===== config.mk =====
export PLATFORM = sky130hd
export DESIGN_NAME = lxtc_top
export DESIGN_NICKNAME = d
export VERILOG_FILES = /design/src/verilog/lxtc_pkg.sv /design/src/verilog/lxtc_top.sv /design/src/verilog/lxtc_debounce.sv
export SDC_FILE = /design/constraint.sdc
export NUM_CORES = 1
export LEC_CHECK = 0
export ABC_AREA = 1
export BUFFER_PORTS_ARGS = -buffer_cell sky130_fd_sc_hd__buf_2
export CAP_MARGIN = 30
export CORE_ASPECT_RATIO = 0.9
export CORE_MARGIN = 10
export CORE_UTILIZATION = 30
export CTS_CLUSTER_DIAMETER = 100
export DETAILED_ROUTE_END_ITERATION = 16
export PLACE_DENSITY_LB_ADDON = 0.08
export RECOVER_POWER = 100
export SLEW_MARGIN = 25
export SYNTH_ARGS = -nofsm -noshare
export SYNTH_HDL_FRONTEND = slang
export SYNTH_SLANG_ARGS = --single-unit

===== constraint.sdc =====
create_clock -name mclk -period 3.4 [get_ports mclk]
set_clock_uncertainty 0.15 [all_clocks]
set_input_delay 0.34 -clock mclk [delete_from_list [all_inputs] [get_ports mclk]]
set_output_delay 0.34 -clock mclk [all_outputs]
set_load 0.05 [all_outputs]

===== src/verilog/lxtc_pkg.sv =====
// Package of register offsets, field positions and reset values for the line transceiver trim block
package lxtc_pkg;
   // Register offsets
   localparam logic [2:0] LXTC_OFS_CMP0_TRIM = 3'h0;
   localparam logic [2:0] LXTC_OFS_CMP1_TRIM = 3'h1;
   localparam logic [2:0] LXTC_OFS_CMP_POLHYS = 3'h2;
   localparam logic [2:0] LXTC_OFS_AMP_CTRL = 3'h3;
   localparam logic [2:0] LXTC_OFS_AMP_TRIM = 3'h4;
   localparam logic [2:0] LXTC_OFS_CMP_CTRL = 3'h5;
   // Comparator trim register fields
   localparam int LXTC_CT_MODE_BIT = 6;
   localparam int LXTC_CT_REF_BIT = 5;
   localparam logic [4:0] LXTC_CMP_TRIM_RST = 5'h10;
   // Polarity and hysteresis fields
   localparam int LXTC_PH_OSEL_BIT = 6;
   localparam int LXTC_PH_INV1_BIT = 5;
   localparam int LXTC_PH_INV0_BIT = 4;
   // Amplifier control fields
   localparam int LXTC_AC_EN_BIT = 6;
   localparam int LXTC_AC_STAT_BIT = 5;
   localparam int LXTC_AC_BW_BIT = 0;
   // Amplifier trim fields
   localparam int LXTC_AT_MODE_BIT = 7;
   localparam int LXTC_AT_REF_BIT = 6;
   localparam logic [5:0] LXTC_AMP_TRIM_RST = 6'h20;
   // Comparator control fields: enables and debounce selects
   localparam int LXTC_CC_EN0_BIT = 0;
   localparam int LXTC_CC_EN1_BIT = 1;
   localparam int LXTC_CC_DEB0_LSB = 2;
   localparam int LXTC_CC_DEB1_LSB = 4;
   localparam int LXTC_CC_RES0_BIT = 6;
   localparam int LXTC_CC_RES1_BIT = 7;
   // Debounce sample periods in system clocks
   localparam logic [6:0] LXTC_DEB_PER1 = 7'h20;
   localparam logic [6:0] LXTC_DEB_PER2 = 7'h40;
   localparam logic [6:0] LXTC_DEB_PER3 = 7'h7f;
   // Debounce sample count N
   localparam int LXTC_DEB_SAMPLES = 3;
endpackage


===== src/verilog/lxtc_top.sv =====
// Control and status registers for line transceiver comparator and amplifier trim
// Behaviour
// - Mode bit per comparator and amplifier: 0 normal, 1 offset calibration; resets 0.
// - Comparator reference select: 0 negative input, 1 positive input; resets 0.
// - Comparator 5-bit trim in bits 4..0 drives cell; resets to 10000.
// - Output select forwards comparator 0 filtered output at 0, comparator 1 at 1.
// - Polarity bit passes comparator result straight at 0, inverted at 1.
// - 2-bit hysteresis fields: comparator 1 bits 3..2, comparator 0 bits 1..0.
// - Amplifier enable 1 turns it on; 0 off with output high impedance.
// - Amplifier status reads output state in calibration mode, else reads 0.
// - Bandwidth bit 0 picks 600kHz at 0, 2MHz at 1; resets 0.
// - Amplifier 6-bit trim bits 5..0 resets 100000; bit 6 reference select.
// - Unimplemented bits ignore writes and read as zero.
// - Disabled comparator status forced to 0, or to 1 when inverted.
// - Filtered output asserts only when current and previous N samples agree active.
module lxtc_top
   import lxtc_pkg::*;
(
   input wire logic mclk,
   input wire logic rst,
   input wire logic [2:0] regAddr,
   input wire logic [7:0] regWrData,
   input wire logic regWrStb,
   input wire logic regRdStb,
   output logic [7:0] regRdData,
   input wire logic cmp0RawOut,
   input wire logic cmp1RawOut,
   input wire logic ampRawOut,
   output logic cmp0CalMode,
   output logic cmp1CalMode,
   output logic cmp0CalRefSel,
   output logic cmp1CalRefSel,
   output logic [4:0] cmp0Trim,
   output logic [4:0] cmp1Trim,
   output logic [1:0] cmp0HystWindow,
   output logic [1:0] cmp1HystWindow,
   output logic cmp0Enable,
   output logic cmp1Enable,
   output logic cmpSharedOut,
   output logic ampEnable,
   output logic ampOutputHiZ,
   output logic ampBandwidthSel,
   output logic ampCalMode,
   output logic ampCalRefSel,
   output logic [5:0] ampTrim
);
   // Register storage
   logic cmp0Mode_ff;
   logic cmp1Mode_ff;
   logic cmp0Ref_ff;
   logic cmp1Ref_ff;
   logic [4:0] cmp0Trim_ff;
   logic [4:0] cmp1Trim_ff;
   logic outSel_ff;
   logic cmp0Inv_ff;
   logic cmp1Inv_ff;
   logic [1:0] cmp0Hyst_ff;
   logic [1:0] cmp1Hyst_ff;
   // Amplifier control and trim
   logic ampEn_ff;
   logic ampHiZ_ff;
   logic ampBw_ff;
   logic ampMode_ff;
   logic ampRef_ff;
   logic [5:0] ampTrim_ff;
   // Comparator enables and debounce selects
   logic cmp0En_ff;
   logic cmp1En_ff;
   logic [1:0] cmp0Deb_ff;
   logic [1:0] cmp1Deb_ff;
   // Read data, shared output and amplifier synchroniser
   logic [7:0] rdData_ff;
   logic shared_ff;
   logic [2:0] ampSync_ff;
   logic ampStable_ff;

   // Status from the comparator filters
   logic cmp0Status;
   logic cmp1Status;
   logic cmp0Filt;
   logic cmp1Filt;

   // Address decode
   logic wrCmp0;
   logic wrCmp1;
   logic wrPolHys;
   logic wrAmpCtrl;
   logic wrAmpTrim;
   logic wrCmpCtrl;
   logic ampStatus;
   logic [7:0] rdCmp0;
   logic [7:0] rdCmp1;
   logic [7:0] rdPolHys;
   logic [7:0] rdAmpCtrl;
   logic [7:0] rdAmpTrim;
   logic [7:0] rdCmpCtrl;
   logic [7:0] rdMux;
   logic [7:0] nxt_rdData;
   logic nxt_shared;

   assign wrCmp0 = regWrStb && (regAddr == LXTC_OFS_CMP0_TRIM);
   assign wrCmp1 = regWrStb && (regAddr == LXTC_OFS_CMP1_TRIM);
   assign wrPolHys = regWrStb && (regAddr == LXTC_OFS_CMP_POLHYS);
   assign wrAmpCtrl = regWrStb && (regAddr == LXTC_OFS_AMP_CTRL);
   assign wrAmpTrim = regWrStb && (regAddr == LXTC_OFS_AMP_TRIM);
   assign wrCmpCtrl = regWrStb && (regAddr == LXTC_OFS_CMP_CTRL);

   // Amplifier status is only visible in calibration mode
   assign ampStatus = ampMode_ff & ampStable_ff;

   // Read images; unimplemented bits are constant zero
   assign rdCmp0 = {1'b0, cmp0Mode_ff, cmp0Ref_ff, cmp0Trim_ff};
   assign rdCmp1 = {1'b0, cmp1Mode_ff, cmp1Ref_ff, cmp1Trim_ff};
   assign rdPolHys = {1'b0, outSel_ff, cmp1Inv_ff, cmp0Inv_ff, cmp1Hyst_ff, cmp0Hyst_ff};
   assign rdAmpCtrl = {1'b0, ampEn_ff, ampStatus, 4'h0, ampBw_ff};
   assign rdAmpTrim = {ampMode_ff, ampRef_ff, ampTrim_ff};
   assign rdCmpCtrl = {cmp1Status, cmp0Status, cmp1Deb_ff, cmp0Deb_ff, cmp1En_ff, cmp0En_ff};

   // Read multiplexer; unmapped addresses read zero
   assign rdMux = (regAddr == LXTC_OFS_CMP0_TRIM) ? rdCmp0 :
                  (regAddr == LXTC_OFS_CMP1_TRIM) ? rdCmp1 :
                  (regAddr == LXTC_OFS_CMP_POLHYS) ? rdPolHys :
                  (regAddr == LXTC_OFS_AMP_CTRL) ? rdAmpCtrl :
                  (regAddr == LXTC_OFS_AMP_TRIM) ? rdAmpTrim :
                  (regAddr == LXTC_OFS_CMP_CTRL) ? rdCmpCtrl : 8'h00;

   // Read data is presented only in the cycle after a read strobe
   assign nxt_rdData = regRdStb ? rdMux : 8'h00;

   // Shared comparator output source
   assign nxt_shared = outSel_ff ? cmp1Filt : cmp0Filt;

   // Comparator 0 trim register
   always_ff @(posedge mclk or posedge rst) begin
      if (rst) begin
         cmp0Mode_ff <= 1'b0;
         cmp0Ref_ff <= 1'b0;
         cmp0Trim_ff <= LXTC_CMP_TRIM_RST;
      end else if (wrCmp0) begin
         cmp0Mode_ff <= regWrData[LXTC_CT_MODE_BIT];
         cmp0Ref_ff <= regWrData[LXTC_CT_REF_BIT];
         cmp0Trim_ff <= regWrData[4:0];
      end
   end

   // Comparator 1 trim register
   always_ff @(posedge mclk or posedge rst) begin
      if (rst) begin
         cmp1Mode_ff <= 1'b0;
         cmp1Ref_ff <= 1'b0;
         cmp1Trim_ff <= LXTC_CMP_TRIM_RST;
      end else if (wrCmp1) begin
         cmp1Mode_ff <= regWrData[LXTC_CT_MODE_BIT];
         cmp1Ref_ff <= regWrData[LXTC_CT_REF_BIT];
         cmp1Trim_ff <= regWrData[4:0];
      end
   end

   // Polarity, output select and hysteresis register
   always_ff @(posedge mclk or posedge rst) begin
      if (rst) begin
         outSel_ff <= 1'b0;
         cmp1Inv_ff <= 1'b0;
         cmp0Inv_ff <= 1'b0;
         cmp1Hyst_ff <= 2'h0;
         cmp0Hyst_ff <= 2'h0;
      end else if (wrPolHys) begin
         outSel_ff <= regWrData[LXTC_PH_OSEL_BIT];
         cmp1Inv_ff <= regWrData[LXTC_PH_INV1_BIT];
         cmp0Inv_ff <= regWrData[LXTC_PH_INV0_BIT];
         cmp1Hyst_ff <= regWrData[3:2];
         cmp0Hyst_ff <= regWrData[1:0];
      end
   end

   // Amplifier control register; status bit is read only
   always_ff @(posedge mclk or posedge rst) begin
      if (rst) begin
         ampEn_ff <= 1'b0;
         ampHiZ_ff <= 1'b1;
         ampBw_ff <= 1'b0;
      end else if (wrAmpCtrl) begin
         ampEn_ff <= regWrData[LXTC_AC_EN_BIT];
         ampHiZ_ff <= ~regWrData[LXTC_AC_EN_BIT];
         ampBw_ff <= regWrData[LXTC_AC_BW_BIT];
      end
   end

   // Amplifier trim register
   always_ff @(posedge mclk or posedge rst) begin
      if (rst) begin
         ampMode_ff <= 1'b0;
         ampRef_ff <= 1'b0;
         ampTrim_ff <= LXTC_AMP_TRIM_RST;
      end else if (wrAmpTrim) begin
         ampMode_ff <= regWrData[LXTC_AT_MODE_BIT];
         ampRef_ff <= regWrData[LXTC_AT_REF_BIT];
         ampTrim_ff <= regWrData[5:0];
      end
   end

   // Comparator enable and debounce register
   always_ff @(posedge mclk or posedge rst) begin
      if (rst) begin
         cmp0En_ff <= 1'b0;
         cmp1En_ff <= 1'b0;
         cmp0Deb_ff <= 2'h0;
         cmp1Deb_ff <= 2'h0;
      end else if (wrCmpCtrl) begin
         cmp0En_ff <= regWrData[LXTC_CC_EN0_BIT];
         cmp1En_ff <= regWrData[LXTC_CC_EN1_BIT];
         cmp0Deb_ff <= regWrData[LXTC_CC_DEB0_LSB +: 2];
         cmp1Deb_ff <= regWrData[LXTC_CC_DEB1_LSB +: 2];
      end
   end

   // Read data, valid the cycle after the strobe only
   always_ff @(posedge mclk or posedge rst) begin
      if (rst) begin
         rdData_ff <= 8'h00;
      end else begin
         rdData_ff <= nxt_rdData;
      end
   end

   // Amplifier output synchroniser; change accepted when stages two and three agree
   always_ff @(posedge mclk or posedge rst) begin
      if (rst) begin
         ampSync_ff <= 3'h0;
         ampStable_ff <= 1'b0;
      end else begin
         ampSync_ff <= {ampSync_ff[1:0], ampRawOut};
         if (ampSync_ff[1] == ampSync_ff[2]) begin
            ampStable_ff <= ampSync_ff[2];
         end
      end
   end

   // Shared comparator output selection
   always_ff @(posedge mclk or posedge rst) begin
      if (rst) begin
         shared_ff <= 1'b0;
      end else begin
         shared_ff <= nxt_shared;
      end
   end

   // Comparator 0 status and filter
   lxtc_debounce u_deb0 (
      .mclk(mclk),
      .rst(rst),
      .rawIn(cmp0RawOut),
      .enable(cmp0En_ff),
      .invert(cmp0Inv_ff),
      .debSel(cmp0Deb_ff),
      .status(cmp0Status),
      .filtered(cmp0Filt)
   );

   // Comparator 1 status and filter
   lxtc_debounce u_deb1 (
      .mclk(mclk),
      .rst(rst),
      .rawIn(cmp1RawOut),
      .enable(cmp1En_ff),
      .invert(cmp1Inv_ff),
      .debSel(cmp1Deb_ff),
      .status(cmp1Status),
      .filtered(cmp1Filt)
   );

   // Bus read data straight from its register
   assign regRdData = rdData_ff;

   // Comparator cell controls straight from registers
   assign cmp0CalMode = cmp0Mode_ff;
   assign cmp1CalMode = cmp1Mode_ff;
   assign cmp0CalRefSel = cmp0Ref_ff;
   assign cmp1CalRefSel = cmp1Ref_ff;
   assign cmp0Trim = cmp0Trim_ff;
   assign cmp1Trim = cmp1Trim_ff;
   assign cmp0HystWindow = cmp0Hyst_ff;
   assign cmp1HystWindow = cmp1Hyst_ff;
   assign cmp0Enable = cmp0En_ff;
   assign cmp1Enable = cmp1En_ff;
   assign cmpSharedOut = shared_ff;

   // Amplifier cell controls straight from registers
   assign ampEnable = ampEn_ff;
   assign ampOutputHiZ = ampHiZ_ff;
   assign ampBandwidthSel = ampBw_ff;
   assign ampCalMode = ampMode_ff;
   assign ampCalRefSel = ampRef_ff;
   assign ampTrim = ampTrim_ff;
endmodule


===== src/verilog/lxtc_debounce.sv =====
// Comparator status synchroniser and sample-agreement debounce
module lxtc_debounce
   import lxtc_pkg::*;
(
   input wire logic mclk,
   input wire logic rst,
   input wire logic rawIn,
   input wire logic enable,
   input wire logic invert,
   input wire logic [1:0] debSel,
   output logic status,
   output logic filtered
);
   logic [2:0] sync_ff;
   logic stable_ff;
   logic [6:0] div_ff;
   logic [LXTC_DEB_SAMPLES-1:0] hist_ff;
   logic filt_ff;
   logic [6:0] period;
   logic divEnd;
   logic [6:0] nxt_div;
   logic level;
   logic activeLvl;
   logic allActive;
   logic [LXTC_DEB_SAMPLES:0] activeVec;

   // Sample period selection from the debounce field
   assign period = (debSel == 2'h1) ? LXTC_DEB_PER1 : (debSel == 2'h2) ? LXTC_DEB_PER2 : LXTC_DEB_PER3;
   assign divEnd = (debSel == 2'h0) || (div_ff >= period - 7'h1);
   assign nxt_div = divEnd ? 7'h0 : div_ff + 7'h1;
   // Disabled comparator forces 0 before inversion
   assign level = (enable ? stable_ff : 1'b0) ^ invert;
   assign activeLvl = ~invert;
   assign activeVec = {hist_ff[LXTC_DEB_SAMPLES-1:0], level};
   assign allActive = activeLvl ? (&activeVec) : ~(|activeVec);

   // Three-stage synchroniser; change accepted when stages two and three agree
   always_ff @(posedge mclk or posedge rst) begin
      if (rst) begin
         sync_ff <= 3'h0;
         stable_ff <= 1'b0;
      end else begin
         sync_ff <= {sync_ff[1:0], rawIn};
         if (sync_ff[1] == sync_ff[2]) begin
            stable_ff <= sync_ff[2];
         end
      end
   end

   // History of status samples and filtered output
   always_ff @(posedge mclk or posedge rst) begin
      if (rst) begin
         div_ff <= 7'h0;
         hist_ff <= '0;
         filt_ff <= 1'b0;
      end else begin
         div_ff <= nxt_div;
         if (divEnd) begin
            hist_ff <= activeVec[LXTC_DEB_SAMPLES-1:0];
            filt_ff <= allActive ? activeLvl : ~activeLvl;
         end
      end
   end

   assign status = level;
   assign filtered = filt_ff;
endmodule


Word-level counts from Yosys, hierarchy flattened. Cells that the tools add are included.

Input port bits: 18. Bits in registers: 81.

Multiplexer cells: 20. Equality and inequality tests: 12. Magnitude comparators: 2. Reduce and logical (&&, ||, !) cells: 15. Add/sub/neg operators: 4. Bitwise operators: 8.

Operator list (number): $mux 8 (7); $mux 7 (4); $add 7x1->7 const B (2); $ge 7x7->1 (2); $sub 7x1->7 const B (2); $mux 6 (2); $reduce_and 4->1 (2); $reduce_or 4->1 (2); $mux 1 (7); $eq 3x2->1 const B (2); $eq 3x3->1 const B (2); $logic_and 1x1->1 (6); $not 1->1 (5); $eq 2x1->1 const B (2); $eq 2x2->1 const B (2); $logic_not 2->1 (2); $eq 1x1->1 (3); $eq 3x1->1 const B (1); $logic_not 3->1 (1); $logic_or 1x1->1 (2); $xor 1x1->1 (2); $and 1x1->1 (1).

Depth between registers and ports, before layout. Gate-level depths: netlist of the first run.

Depth after elaboration: 9. Gate-level depth with buffers: 9. Depth with buffers taken out: 9.

Hierarchy. Synthesis of the first run repeated with hierarchy kept, for this count alone.

Cells, all modules: 424. Area total of the unflattened synthesis: 3846.2 um^2.

Modules (own cells, without submodules): lxtc_top (cells an instance 244, area an instance 2269.7 um^2, sequential area each 1281.2 um^2, instances 1); lxtc_debounce at u_deb1 (cells an instance 90, area an instance 793.3 um^2, sequential area each 375.4 um^2, instances 1); lxtc_debounce at u_deb0 (cells an instance 90, area an instance 783.3 um^2, sequential area each 375.4 um^2, instances 1).

Least setup slack after synthesis of the first run. OpenSTA, ideal clock, no wires.

Kind: flip-flop to flip-flop. Start point: register cmp0Deb_ff[0]. End point: register u_deb0.hist_ff[0]. Path buffers: 1. Stages on the path, launching flop included: 10. Slack: 1512 ps. Arrival: 1612 ps. Cells stage by stage: dfrtp_1 > inv_1 > ha_1 > ha_1 > inv_1 > nor2_1 > nand2_1 > nand4_1 > buf_2 > o21ai_0.

Cells in the longest elaborated chain, start to end: 6. Elaborated cells on any way between the ends: 8. Those cells by class: add/sub (1); order compare (1); eq/ne (2); mux (2); reduce/logical (2).

RTL lines: from (decl) (line lxtc_top.sv:69) `logic [1:0] cmp0Deb_ff;`; from (signal assigned) (line lxtc_top.sv:212) `cmp0Deb_ff <= regWrData[LXTC_CC_DEB0_LSB +: 2];`; $eq 2x2->1 (line lxtc_debounce.sv:28) `assign period = (debSel == 2'h1) ? LXTC_DEB_PER1 : (debSel == 2'h2) ? LXTC_DEB_PER2 : LXTC_DEB_PER3;`; $mux 6 (line lxtc_debounce.sv:28); $mux 7 (line lxtc_debounce.sv:28); $sub 7x1->7 (line lxtc_debounce.sv:29) `assign divEnd = (debSel == 2'h0) || (div_ff >= period - 7'h1);`; $ge 7x7->1 (line lxtc_debounce.sv:29); $logic_or 1x1->1 (*) (line lxtc_debounce.sv:29); to (signal assigned) (line lxtc_debounce.sv:59) `hist_ff <= activeVec[LXTC_DEB_SAMPLES-1:0];`; to (decl) (line lxtc_debounce.sv:17) `logic [LXTC_DEB_SAMPLES-1:0] hist_ff;`.

Mark *: on every way between the ends. The rest lies on a longest branch, timed or not. A chain may end at the register's enable or synchronous reset.

Worst setup path in the final report of the first run.
Start point: input port regAddr[1]. End point: register outSel_ff.

Cells in the longest elaborated chain, start to end: 2.

RTL lines: from (decl) (line lxtc_top.sv:21) `input wire logic [2:0] regAddr,`; $eq 3x2->1 (line lxtc_top.sv:103) `assign wrPolHys = regWrStb && (regAddr == LXTC_OFS_CMP_POLHYS);`; $logic_and 1x1->1 (line lxtc_top.sv:103); to (signal assigned) (line lxtc_top.sv:168) `outSel_ff <= regWrData[LXTC_PH_OSEL_BIT];`; to (decl) (line lxtc_top.sv:54) `logic outSel_ff;`.

Every way passes these cells.

==> impl_table.tex, run 1 <==
\begin{tabular}{lr}
\hline
Metric & Value \\
\hline
\multicolumn{2}{l}{\textbf{Status}} \\
Status & finished, violations left \\
Violated checks & max-capacitance violations, max-slew violations \\
\multicolumn{2}{l}{\textbf{Worst setup path}} \\
CP max stage cell & nor3\_1 \\
Setup Crit Path Kind & in2reg \\
Register-to-Register Setup Slack & 1.09 ns \\
Cell type group with the largest total delay on the critical path & simple AND/OR/NAND/NOR gates \\
Required time at the endpoint of the critical path & 3.49 ns \\
Startpoint class of the critical path & primary input \\
Kind of end point of the critical path & register \\
Crit path DAT & 2.42 ns \\
Combined buffer and inverter count along the critical path & 2 \\
Longest individual stage delay on the worst path & 0.80 ns \\
Top fanout value on the critical path & 14 \\
CP cell instances & clkbuf\_1 -> inv\_1 -> nor3\_1 -> nand2\_1 -> o21ai\_0 \\
\multicolumn{2}{l}{\textbf{Placement}} \\
Placer congestion estimate & 0.788 \\
Worst slack at placement & 1.06 ns \\
Port Buffers & 57 \\
Cell area after placement & 0.00414 mm\^{}2 \\
Post-DP HPWL & 6750 um \\
\multicolumn{2}{l}{\textbf{Timing}} \\
Total count of hold-check failures in the final report & 0 \\
Worst Slack Setup Final & 1.07 ns \\
Worst slew slack as a fraction of its limit & -28.1\% \\
Transition at the pin with the smallest max-transition slack & 1.91 ns \\
Minimum clock period after layout & 2.33 ns \\
Setup Viol. Count Final & 0 \\
Setup TNS & 0 ns \\
Unrepaired setup endpoints after global routing & false \\
Fin crit share & 68.5\% \\
Max frequency & 429 MHz \\
Number of slew-limit violations in the final report & 41 \\
\multicolumn{2}{l}{\textbf{Final layout}} \\
Fin nets & 501 \\
Share of final-layout standard cells stronger than drive strength 1 & 9.24\% \\
Number of fill cells & 1313 \\
Growth of design area from synthesis to finish & 16.7\% \\
Layout Cell Area excl Fill & 0.00434 mm\^{}2 \\
Antenna fix cells & 0 \\
\multicolumn{2}{l}{\textbf{Floorplan}} \\
Horiz. Die Dim & 137 um \\
I/O pin count & 58 \\
Initial core utilization & 30.7\% \\
Die height & 126 um \\
Overall die area & 0.0173 mm\^{}2 \\
Area of the core region & 0.0121 mm\^{}2 \\
Row cnt & 38 \\
\multicolumn{2}{l}{\textbf{Global route}} \\
First-pass GRT wire length & 15200 um \\
Gr ovfl total & 0 \\
Antenna violations before repair & 0 \\
Maximum number of pins on one net before global-route repair & 42 \\
Total routing resource utilization after global routing & 11.1\% \\
Number of global-route vias before repair & 2945 \\
\multicolumn{2}{l}{\textbf{Power}} \\
Part of the total power dissipated in the clock network & 32.3\% \\
Leakage power total & 2.06 nW \\
Combinational Power Share & 25.1\% \\
Total power density per cell area & 695 mW/mm\^{}2 \\
Share of power burned in registers & 42.6\% \\
Internal power contribution & 1.92 mW \\
Fraction of power spent switching nets & 36.6\% \\
Max rail drop VDD & 0.268 mV \\
Switching power summed over all nets & 1.10 mW \\
\multicolumn{2}{l}{\textbf{Clocking}} \\
Total of cells resized after clock tree synthesis & 0 \\
Clock root buffer & clkbuf\_16 \\
CTS HTree Levels & 3 \\
CTS tree & built \\
Clock insertion delay at the later pin of the skew report & 0.34 ns \\
Number of buffers inserted during clock tree synthesis & 9 \\
CTS Buffer Depth & 2 \\
Clock-pin slew reported for the worst setup and hold paths after clock tree synthesis & 0.06 ns \\
Number of clock sinks & 81 \\
Number of hold buffers added after CTS & 4 \\
Postcts setup bufs & 0 \\
\multicolumn{2}{l}{\textbf{Job}} \\
Max\_cap viols & 1 \\
\multicolumn{2}{l}{\textbf{Logic synthesis}} \\
Yosys top cell by area & dfrtp\_1 \\
Commonest cells in the synthesized netlist & 106 x nand2\_1, 77 x dfrtp\_1, 44 x inv\_1, 38 x nor2\_1, 33 x o21ai\_0 \\
Share of flip-flops with an asynchronous set or reset after synthesis & 100\% \\
Count of cell types in the netlist & 30 \\
Cell area after synthesis & 0.00372 mm\^{}2 \\
Flops \& latches, synth & 81 \\
Count of warnings emitted by yosys & 0 \\
Sequential fraction of the synthesis area & 54.6\% \\
Cell count after synthesis & 408 \\
Cell with the most instances after synthesis & nand2\_1 \\
Yosys top cell area share & 51.7\% \\
Leading cell types by total area after synthesis & dfrtp\_1 52\%, nand2\_1 11\%, inv\_1 4.4\% \\
Post-synth EDFFs & 0 \\
Mapped Nets & 438 \\
Most frequently used flop master after synthesis & dfrtp\_1 \\
Average instance area after synthesis & 9.13 um\^{}2 \\
\multicolumn{2}{l}{\textbf{Drt}} \\
Remaining antenna violation count after routing & 0 \\
DR vias & 2821 \\
Post-route DRC violation count & 0 \\
Final routed wirelength across all metal layers & 9230 um \\
Post-DR wirelength/cell & 14.5 um \\
DRC violation total after the first TritonRoute iteration & 128 \\
Number of iterations in the first detailed-routing pass & 4 \\
Via-to-Cell Ratio & 4.44 \\
\multicolumn{2}{l}{\textbf{Min path}} \\
Type of the tightest min-delay check & in2reg \\
\hline
\end{tabular}
-- flip-flops by register name, summed over array words and instances, names as in the netlist, 2 cells and up --
signal,cells
u_deb0.hist_ff,3
cmp1HystWindow,2
cmp0Deb_ff,2
cmp1Trim,5
regRdData,8
cmp1Deb_ff,2
u_deb0.div_ff,7
u_deb1.hist_ff,3
u_deb0.sync_ff,3
u_deb1.sync_ff,3
cmp0Trim,5
ampTrim,6
ampSync_ff,3
cmp0HystWindow,2
u_deb1.div_ff,7
-- final timing paths --
check                      depth (start not counted)                end         startpoint
max                                                5          outSel_ff         regAddr[1]
min                                                3          ampEnable       regWrData[6]
max reg2reg                                        6  u_deb0.hist_ff[1]      cmp0Deb_ff[0]
min reg2reg                                        0  u_deb0.sync_ff[1]  u_deb0.sync_ff[0]
max in group asynchronous                          4       ampOutputHiZ                rst
min in group asynchronous                          3  u_deb0.hist_ff[2]                rst
-- tightest hold or removal path: stages --
cell     delay (ns)
buf_2          0.09
nand2_1        0.06
nand2_1        0.05
-- cells in the final DEF (no fill, tap or decap), types with 2 or more instances in the layout --
| master | n |
|---|---|
| nand2_1 | 110 |
| dfrtp_1 | 77 |
| o21ai_0 | 46 |
| inv_1 | 44 |
| clkbuf_1 | 42 |
| nor2_1 | 40 |
| nand3_1 | 20 |
| buf_2 | 16 |
| ha_1 | 12 |
| clkbuf_16 | 9 |
| nor3_1 | 8 |
| nand4_1 | 8 |
| o21ai_2 | 5 |
| xor2_1 | 4 |
| dfstp_2 | 4 |
| dlygate4sd3_1 | 4 |
| o21ai_1 | 3 |
| a21oi_1 | 3 |
| o211ai_1 | 3 |
| maj3_1 | 3 |
| xnor2_1 | 2 |
| clkinvlp_4 | 2 |
| clkinv_2 | 2 |
-- cell type report --
class | count | area [um^2] | share of cell area (%)
Sequential cell | 81 | 2030 | 46.8
Multi-Input combinational cell | 271 | 1350 | 31.0
Timing Repair Buffer | 62 | 294 | 6.77
Clock buffer | 11 | 243 | 5.59
Tap cell | 160 | 200 | 4.61
Inverter | 46 | 174 | 4.00
Clock inverter | 5 | 55.1 | 1.27
-- per-layer routing --
| metal | track usage, % | up-vias | routed length (um) |
|---|---|---|---|
| li1 | - | 1434 | - |
| met1 | 14.6 | 1333 | 4430 |
| met2 | 16.9 | 47 | 4270 |
| met3 | 3.54 | 7 | 435 |
| met4 | 3.35 | 0 | 104 |
| met5 | 0 | - | 0 |
-- stage by stage --
step / util, % / std cells / hold WS, ns / power, mW
after floorplan: - / 408 / 0.181 / 1.89
after detailed placement: 34.1 / 616 / 0.185 / 2.11
after global placement: 34.1 / 616 / 0.184 / 2.10
after CTS: 36.9 / 636 / 0.0808 / 3.11
final: 35.8 / 636 / 0.0888 / 3.02
after global routing: 35.8 / 636 / 0.0989 / 3.21
-- power by group through the flow --
stage / Clock, mW / Combinational (mW) / Sequential, mW
2_1_floorplan: 0 / 0.333 / 1.55
3_3_place_gp: 0 / 0.803 / 1.30
3_5_place_dp: 0 / 0.812 / 1.30
4_1_cts: 1.00 / 0.817 / 1.29
5_1_grt: 1.05 / 0.847 / 1.31
6_report: 0.975 / 0.759 / 1.29
-- cell families after synthesis --
kind of cell,after synthesis,synth area share [%]
AND/OR/NAND/NOR,187,22.1
flip-flops,81,54.6
AO/OA/AOI/OAI,63,9.98
buffers and inverters,56,7.06
adder cells (fa/ha/maj),15,4.84
XOR/XNOR,6,1.41
Note: power is estimated with default switching activity, not from simulation.
==> inputs of run 2 (changes only) <==
==> constraint.sdc (replaced) <==
create_clock -name mclk -period 1.9 [get_ports mclk]
set_clock_uncertainty 0.15 [all_clocks]
set_input_delay 0.19 -clock mclk [delete_from_list [all_inputs] [get_ports mclk]]
set_output_delay 0.19 -clock mclk [all_outputs]
set_load 0.05 [all_outputs]
==> run 2 against run 1 <==
  * The flow now finishes without violations
  * Core utilization up 2.8 points
  * Combinational power up 110%
  * Routed wire length rose by 2.7%
  * Sequential cell count stayed put
  * Critical endpoint is now u_deb1.hist_ff[0]
  * First-iteration DRC count increased by 28%
  * Critical path depth rose by 5
  * Power grew 91%
==> impl_table.tex, run 2 (synthesis gave the netlist of run 1 again) <==
\begin{tabular}{lr}
\hline
Metric & Value \\
\hline
\multicolumn{2}{l}{\textbf{Timing}} \\
Minimum clock period after layout & 1.86 ns \\
Setup TNS & 0 ns \\
Total count of hold-check failures in the final report & 0 \\
Setup Viol. Count Final & 0 \\
Fin crit share & 98.1\% \\
Unrepaired setup endpoints after global routing & true \\
Max frequency & 536 MHz \\
Transition at the pin with the smallest max-transition slack & 0.980 ns \\
Minimum hold slack & 0.0405 ns \\
Number of slew-limit violations in the final report & 0 \\
Worst Slack Setup Final & 0.0354 ns \\
Worst slew slack as a fraction of its limit & 34.3\% \\
\multicolumn{2}{l}{\textbf{Drt}} \\
DRC violation total after the first TritonRoute iteration & 164 \\
Final routed wirelength across all metal layers & 9480 um \\
Via-to-Cell Ratio & 4.46 \\
Length of routed wiring on met1 & 4520 um \\
Highest routing layer actually used & met4 \\
DR vias & 2918 \\
Number of iterations in the first detailed-routing pass & 4 \\
Post-route DRC violation count & 0 \\
Post-DR wirelength/cell & 14.5 um \\
Met3 wire length & 557 um \\
Amount of wire on met2 after detailed routing & 4180 um \\
Remaining antenna violation count after routing & 0 \\
\multicolumn{2}{l}{\textbf{Global route}} \\
Number of global-route vias before repair & 2874 \\
Total routing resource utilization after global routing & 11.1\% \\
Gr ovfl total & 0 \\
Antenna violations before repair & 0 \\
First-pass GRT wire length & 15100 um \\
Maximum number of pins on one net before global-route repair & 36 \\
\multicolumn{2}{l}{\textbf{Floorplan}} \\
Row cnt & 38 \\
Initial core utilization & 30.7\% \\
Die height & 126 um \\
Area of the core region & 0.0121 mm\^{}2 \\
I/O pin count & 58 \\
Horiz. Die Dim & 137 um \\
Overall die area & 0.0173 mm\^{}2 \\
\multicolumn{2}{l}{\textbf{Final layout}} \\
Growth of design area from synthesis to finish & 25.8\% \\
Leading cell type in the layout, fill and taps excluded & nand2\_1 \\
Max FFs per register & 8 \\
Commonest non-fill, non-tap cells in the layout & 104 x nand2\_1, 77 x dfrtp\_1, 40 x inv\_1 \\
Fin nets & 520 \\
Antenna fix cells & 0 \\
Number of fill cells & 1289 \\
Sequential Area & 0.00203 mm\^{}2 \\
Layout Cell Area excl Fill & 0.00468 mm\^{}2 \\
Share of final-layout standard cells stronger than drive strength 1 & 17.4\% \\
Area used by multi-input combinational logic & 0.00150 mm\^{}2 \\
\multicolumn{2}{l}{\textbf{Clocking}} \\
Clock root buffer & clkbuf\_16 \\
CTS tree & built \\
CTS HTree Levels & 3 \\
Clock-pin slew reported for the worst setup and hold paths after clock tree synthesis & 0.06 ns \\
CTS Buffer Depth & 2 \\
Clock insertion delay at the later pin of the skew report & 0.33 ns \\
Number of clock sinks & 81 \\
Number of buffers inserted during clock tree synthesis & 9 \\
\multicolumn{2}{l}{\textbf{Worst setup path}} \\
Kind of end point of the critical path & register \\
CP cell instances & buf\_6 -> ha\_4 -> ha\_4 -> nand2\_2 -> nor2\_2 -> nand2\_1 -> nand4\_1 -> buf\_6 -> nand2\_2 -> o21ai\_1 \\
Setup Crit Path Kind & reg2reg \\
Required time at the endpoint of the critical path & 2.00 ns \\
Top fanout value on the critical path & 8 \\
CP max stage cell & dfrtp\_1 \\
Startpoint class of the critical path & register \\
Longest individual stage delay on the worst path & 0.41 ns \\
Crit path DAT & 1.97 ns \\
\multicolumn{2}{l}{\textbf{Power}} \\
Total power density per cell area & 1230 mW/mm\^{}2 \\
Leakage power total & 2.20 nW \\
Final total power & 5.77 mW \\
Max rail drop VDD & 0.480 mV \\
\multicolumn{2}{l}{\textbf{Placement}} \\
Worst slack at placement & -0.0269 ns \\
Port Buffers & 57 \\
Placer congestion estimate & 0.793 \\
Cell area after placement & 0.00423 mm\^{}2 \\
Post-DP HPWL & 6920 um \\
\multicolumn{2}{l}{\textbf{Status}} \\
Status & finished clean \\
\multicolumn{2}{l}{\textbf{Min path}} \\
Type of the tightest min-delay check & in2reg \\
\multicolumn{2}{l}{\textbf{Job}} \\
Max\_cap viols & 0 \\
\hline
\end{tabular}
-- run 2: worst paths after layout --
kind                            cells after the start  slack, ns                 to               from
min in group asynchronous                           3       0.43  u_deb1.sync_ff[0]                rst
worst min-delay path                                3       0.04         cmp1Enable       regWrData[1]
worst max register to register                     10       0.04  u_deb1.hist_ff[0]      cmp1Deb_ff[0]
worst max-delay path                               10       0.04  u_deb1.hist_ff[0]      cmp1Deb_ff[0]
worst min register to register                      0       0.19  u_deb0.sync_ff[1]  u_deb0.sync_ff[0]
max in group asynchronous                           4       0.22         ampTrim[5]                rst
-- run 2: per-stage QoR --
stage                     util, %  instances
after global routing         38.6        654
after global placement       34.9        626
after detailed placement     34.9        626
final                        38.6        654
after CTS                    38.4        648
after floorplan                 -        408
-- run 2: layout make-up --
cell class | count | area share, %
flip-flops and latches | 81 | 43.4
multi-input cells | 271 | 32.0
repair buffers | 81 | 10.0
clock buffers | 12 | 5.26
well taps | 160 | 4.27
inverters | 46 | 3.71
clock inverters | 3 | 1.39
-- run 2: worst max-delay path, delay by kind of cell (launching register included) --
kind	cells	cell delay (ns)
adder cells (fa/ha/maj)	2	0.42
AND/OR/NAND/NOR	5	0.43
AO/OA/AOI/OAI	1	0.07
flip-flops	1	0.41
buffers and inverters	2	0.30
-- run 2: timing repair --
action	CTS	global route
setup buffers	0	5
hold buffers	6	0
cloned	1	1
hold endpoints to repair	26	0
gates resized for setup	8	25
setup endpoints to repair	7	22
pin swaps	2	4
-- run 2: report_power, final --
group / leakage [nW] / switching, mW / internal [mW] / total [mW]
registers: 1.02 / 0.252 / 2.05 / 2.30
clock network: 0.153 / 0.670 / 1.18 / 1.85
logic: 1.02 / 1.12 / 0.504 / 1.62
-- run 2: metal layers --
metal	vias up	track usage, %
li1	1471	-
met4	0	4.15
met2	67	16.2
met1	1366	14.7
met3	14	3.74
met5	-	0
==> inputs of run 3 (changes only) <==
--- a/config.mk
+++ b/config.mk
@@ -8,6 +8,8 @@
 export ABC_AREA = 1
 export BUFFER_PORTS_ARGS = -buffer_cell sky130_fd_sc_hd__buf_2
 export CAP_MARGIN = 30
+export CELL_PAD_IN_SITES_DETAIL_PLACEMENT = 1
+export CELL_PAD_IN_SITES_GLOBAL_PLACEMENT = 1
 export CORE_ASPECT_RATIO = 0.9
 export CORE_MARGIN = 10
 export CORE_UTILIZATION = 30
==> run 3 against run 2 <==
  * Final cell count is 0.15% higher
  * Register-to-register slack worse by 0.08 ns
  * Non-clock buffer count stayed put
  * Global-route usage is 1.4 points higher
  * First-iteration DRC count is 14% lower
  * Critical path depth is 2 lower
  * Power is 4.0% higher
  * The run now ends with negative setup slack left
  * Count of clock-buffer cells in the layout is 1 lower
  * Largest power group unchanged
  * Via count is 4.0% higher
  * Core utilization is 0.44 points higher
  * Hold slack worse by 0.013 ns
==> impl_table.tex, run 3 (synthesis gave the netlist of run 1 again) <==
\begin{tabular}{lr}
\hline
Metric & Value \\
\hline
\multicolumn{2}{l}{\textbf{Status}} \\
Status & finished, violations left \\
Violated checks & negative setup slack \\
\multicolumn{2}{l}{\textbf{Power}} \\
Combinational Power Share & 28.0\% \\
Fraction of power spent switching nets & 35.5\% \\
Part of the total power dissipated in the clock network & 33.5\% \\
Internal power contribution & 3.87 mW \\
Leakage power total & 2.17 nW \\
Max rail drop VDD & 0.531 mV \\
Switching power summed over all nets & 2.13 mW \\
Share of power burned in registers & 38.5\% \\
Total power density per cell area & 1270 mW/mm\^{}2 \\
\multicolumn{2}{l}{\textbf{Global route}} \\
Antenna violations before repair & 0 \\
Maximum number of pins on one net before global-route repair & 36 \\
First-pass GRT wire length & 17000 um \\
Number of global-route vias before repair & 3261 \\
Total routing resource utilization after global routing & 12.5\% \\
Gr ovfl total & 0 \\
\multicolumn{2}{l}{\textbf{Floorplan}} \\
Horiz. Die Dim & 137 um \\
I/O pin count & 58 \\
Row cnt & 38 \\
Die height & 126 um \\
Area of the core region & 0.0121 mm\^{}2 \\
Initial core utilization & 30.7\% \\
Overall die area & 0.0173 mm\^{}2 \\
\multicolumn{2}{l}{\textbf{Placement}} \\
Placer congestion estimate & 0.786 \\
Post-DP HPWL & 7650 um \\
Port Buffers & 57 \\
Number of placed cells counting well taps & 627 \\
\multicolumn{2}{l}{\textbf{Worst setup path}} \\
Startpoint class of the critical path & register \\
Top fanout value on the critical path & 8 \\
Required time at the endpoint of the critical path & 1.98 ns \\
CP cell instances & inv\_2 -> ha\_4 -> ha\_4 -> a21oi\_1 -> nand4\_1 -> buf\_6 -> nand2\_2 -> o21ai\_2 \\
Setup Crit Path Kind & reg2reg \\
Source of the worst register-to-register timing path & cmp0Deb\_ff[1] \\
Logic depth of the worst register-to-register path & 8 \\
Worst path most repeated cell & ha\_4 \\
Crit path DAT & 2.02 ns \\
Longest individual stage delay on the worst path & 0.40 ns \\
CP max stage cell & dfrtp\_1 \\
Critical path capture point & u\_deb0.hist\_ff[1] \\
Reg-to-Reg End & u\_deb0.hist\_ff[1] \\
Kind of end point of the critical path & register \\
Startpoint of the most critical setup path & cmp0Deb\_ff[1] \\
Register-to-Register Setup Slack & -0.04 ns \\
\multicolumn{2}{l}{\textbf{Timing}} \\
Unrepaired setup endpoints after global routing & true \\
Minimum hold slack & 0.0279 ns \\
Transition at the pin with the smallest max-transition slack & 0.830 ns \\
Setup Viol. Count Final & 5 \\
Minimum clock period after layout & 1.94 ns \\
Number of slew-limit violations in the final report & 0 \\
Fin crit share & 102\% \\
Worst Slack Setup Final & -0.0427 ns \\
Worst slew slack as a fraction of its limit & 44.4\% \\
Total count of hold-check failures in the final report & 0 \\
Max frequency & 515 MHz \\
\multicolumn{2}{l}{\textbf{Drt}} \\
Via-to-Cell Ratio & 4.64 \\
Remaining antenna violation count after routing & 0 \\
DRC violation total after the first TritonRoute iteration & 141 \\
DR vias & 3036 \\
Number of iterations in the first detailed-routing pass & 4 \\
Post-DR wirelength/cell & 16.1 um \\
Post-route DRC violation count & 0 \\
Final routed wirelength across all metal layers & 10500 um \\
\multicolumn{2}{l}{\textbf{Final layout}} \\
Number of fill cells & 1430 \\
Area used by multi-input combinational logic & 0.00155 mm\^{}2 \\
Leading cell type in the layout, fill and taps excluded & nand2\_1 \\
Post-Layout Cell Count & 655 \\
Commonest non-fill, non-tap cells in the layout & 105 x nand2\_1, 77 x dfrtp\_1, 44 x clkbuf\_1 \\
Max FFs per register & 8 \\
Fin nets & 520 \\
Growth of design area from synthesis to finish & 27.2\% \\
Share of final-layout standard cells stronger than drive strength 1 & 19.2\% \\
Antenna fix cells & 0 \\
Sequential Area & 0.00203 mm\^{}2 \\
\multicolumn{2}{l}{\textbf{Job}} \\
Max\_cap viols & 0 \\
\multicolumn{2}{l}{\textbf{Clocking}} \\
Number of buffers inserted during clock tree synthesis & 9 \\
CTS Buffer Depth & 2 \\
CTS tree & built \\
Clock root buffer & clkbuf\_16 \\
CTS HTree Levels & 3 \\
Clock-pin slew reported for the worst setup and hold paths after clock tree synthesis & 0.06 ns \\
Number of clock sinks & 81 \\
Clock insertion delay at the later pin of the skew report & 0.34 ns \\
\multicolumn{2}{l}{\textbf{Min path}} \\
Origin of the worst min-delay path & regRdStb \\
Type of the tightest min-delay check & in2reg \\
\hline
\end{tabular}
run 3: cell type report:
cell class,instances,area share (%)
clock buffer,11,5.12
clock inverter,5,2.17
inverter,46,3.67
multi-input combinational,271,32.6
sequential,81,42.9
tap,160,4.23
timing repair buffer,81,9.30
run 3: power by group through the flow:
stage | Combinational, mW | Sequential, mW | Clock, mW
finish | 1.68 | 2.31 | 2.01
global route | 1.85 | 2.36 | 2.16
CTS | 1.61 | 2.30 | 2.08
detailed placement | 1.54 | 2.33 | 0
global placement | 1.50 | 2.32 | 0
floorplan | 0.597 | 2.78 | 0
run 3: repair_timing:
action	in CTS	in global routing
cloned	1	1
pin swaps	1	6
hold buffers	6	0
setup endpoints to repair	16	22
gates resized for setup	5	43
hold endpoints to repair	20	0
setup buffers	2	2
run 3: critical path, delay by kind of cell, from the launching register on:
family | cells | cell delay (ns)
AO/OA/AOI/OAI | 2 | 0.23
adder cells (fa/ha/maj) | 2 | 0.46
buffers and inverters | 2 | 0.30
flip-flops | 1 | 0.40
AND/OR/NAND/NOR | 2 | 0.28
run 3: layer usage:
layer  vias up  GRT usage, %  routed length [um]
met3        11          4.29                 531
met5         -             0                   0
met2        48          19.6                4990
met1      1502          15.8                4870
li1       1475             -                   -
met4         0          3.66                 144
run 3: how the worst min path moves through the flow:
stage                    endpoint  slack [ns]  cells after the start
floorplan           ampSync_ff[0]        0.07                      0
global placement     regRdData[0]        0.09                      2
detailed placement   regRdData[0]        0.09                      2
CTS                  regRdData[2]        0.03                      3
global route         regRdData[0]        0.04                      3
finish               regRdData[1]        0.03                      3
run 3: through the flow:
step / cell area [um^2] / power, mW / setup TNS [ns] / setup WS [ns] / util (%)
floorplan: 3730 / 3.38 / 0 / 0.0122 / -
global placement: 4240 / 3.82 / 0 / 0.0517 / 35.0
detailed placement: 4240 / 3.87 / -0.532 / -0.108 / 35.0
CTS: 4710 / 5.99 / -0.00295 / -0.00295 / 38.8
global route: 4740 / 6.37 / -0.853 / -0.109 / 39.1
finish: 4740 / 6.01 / -0.150 / -0.0427 / 39.1
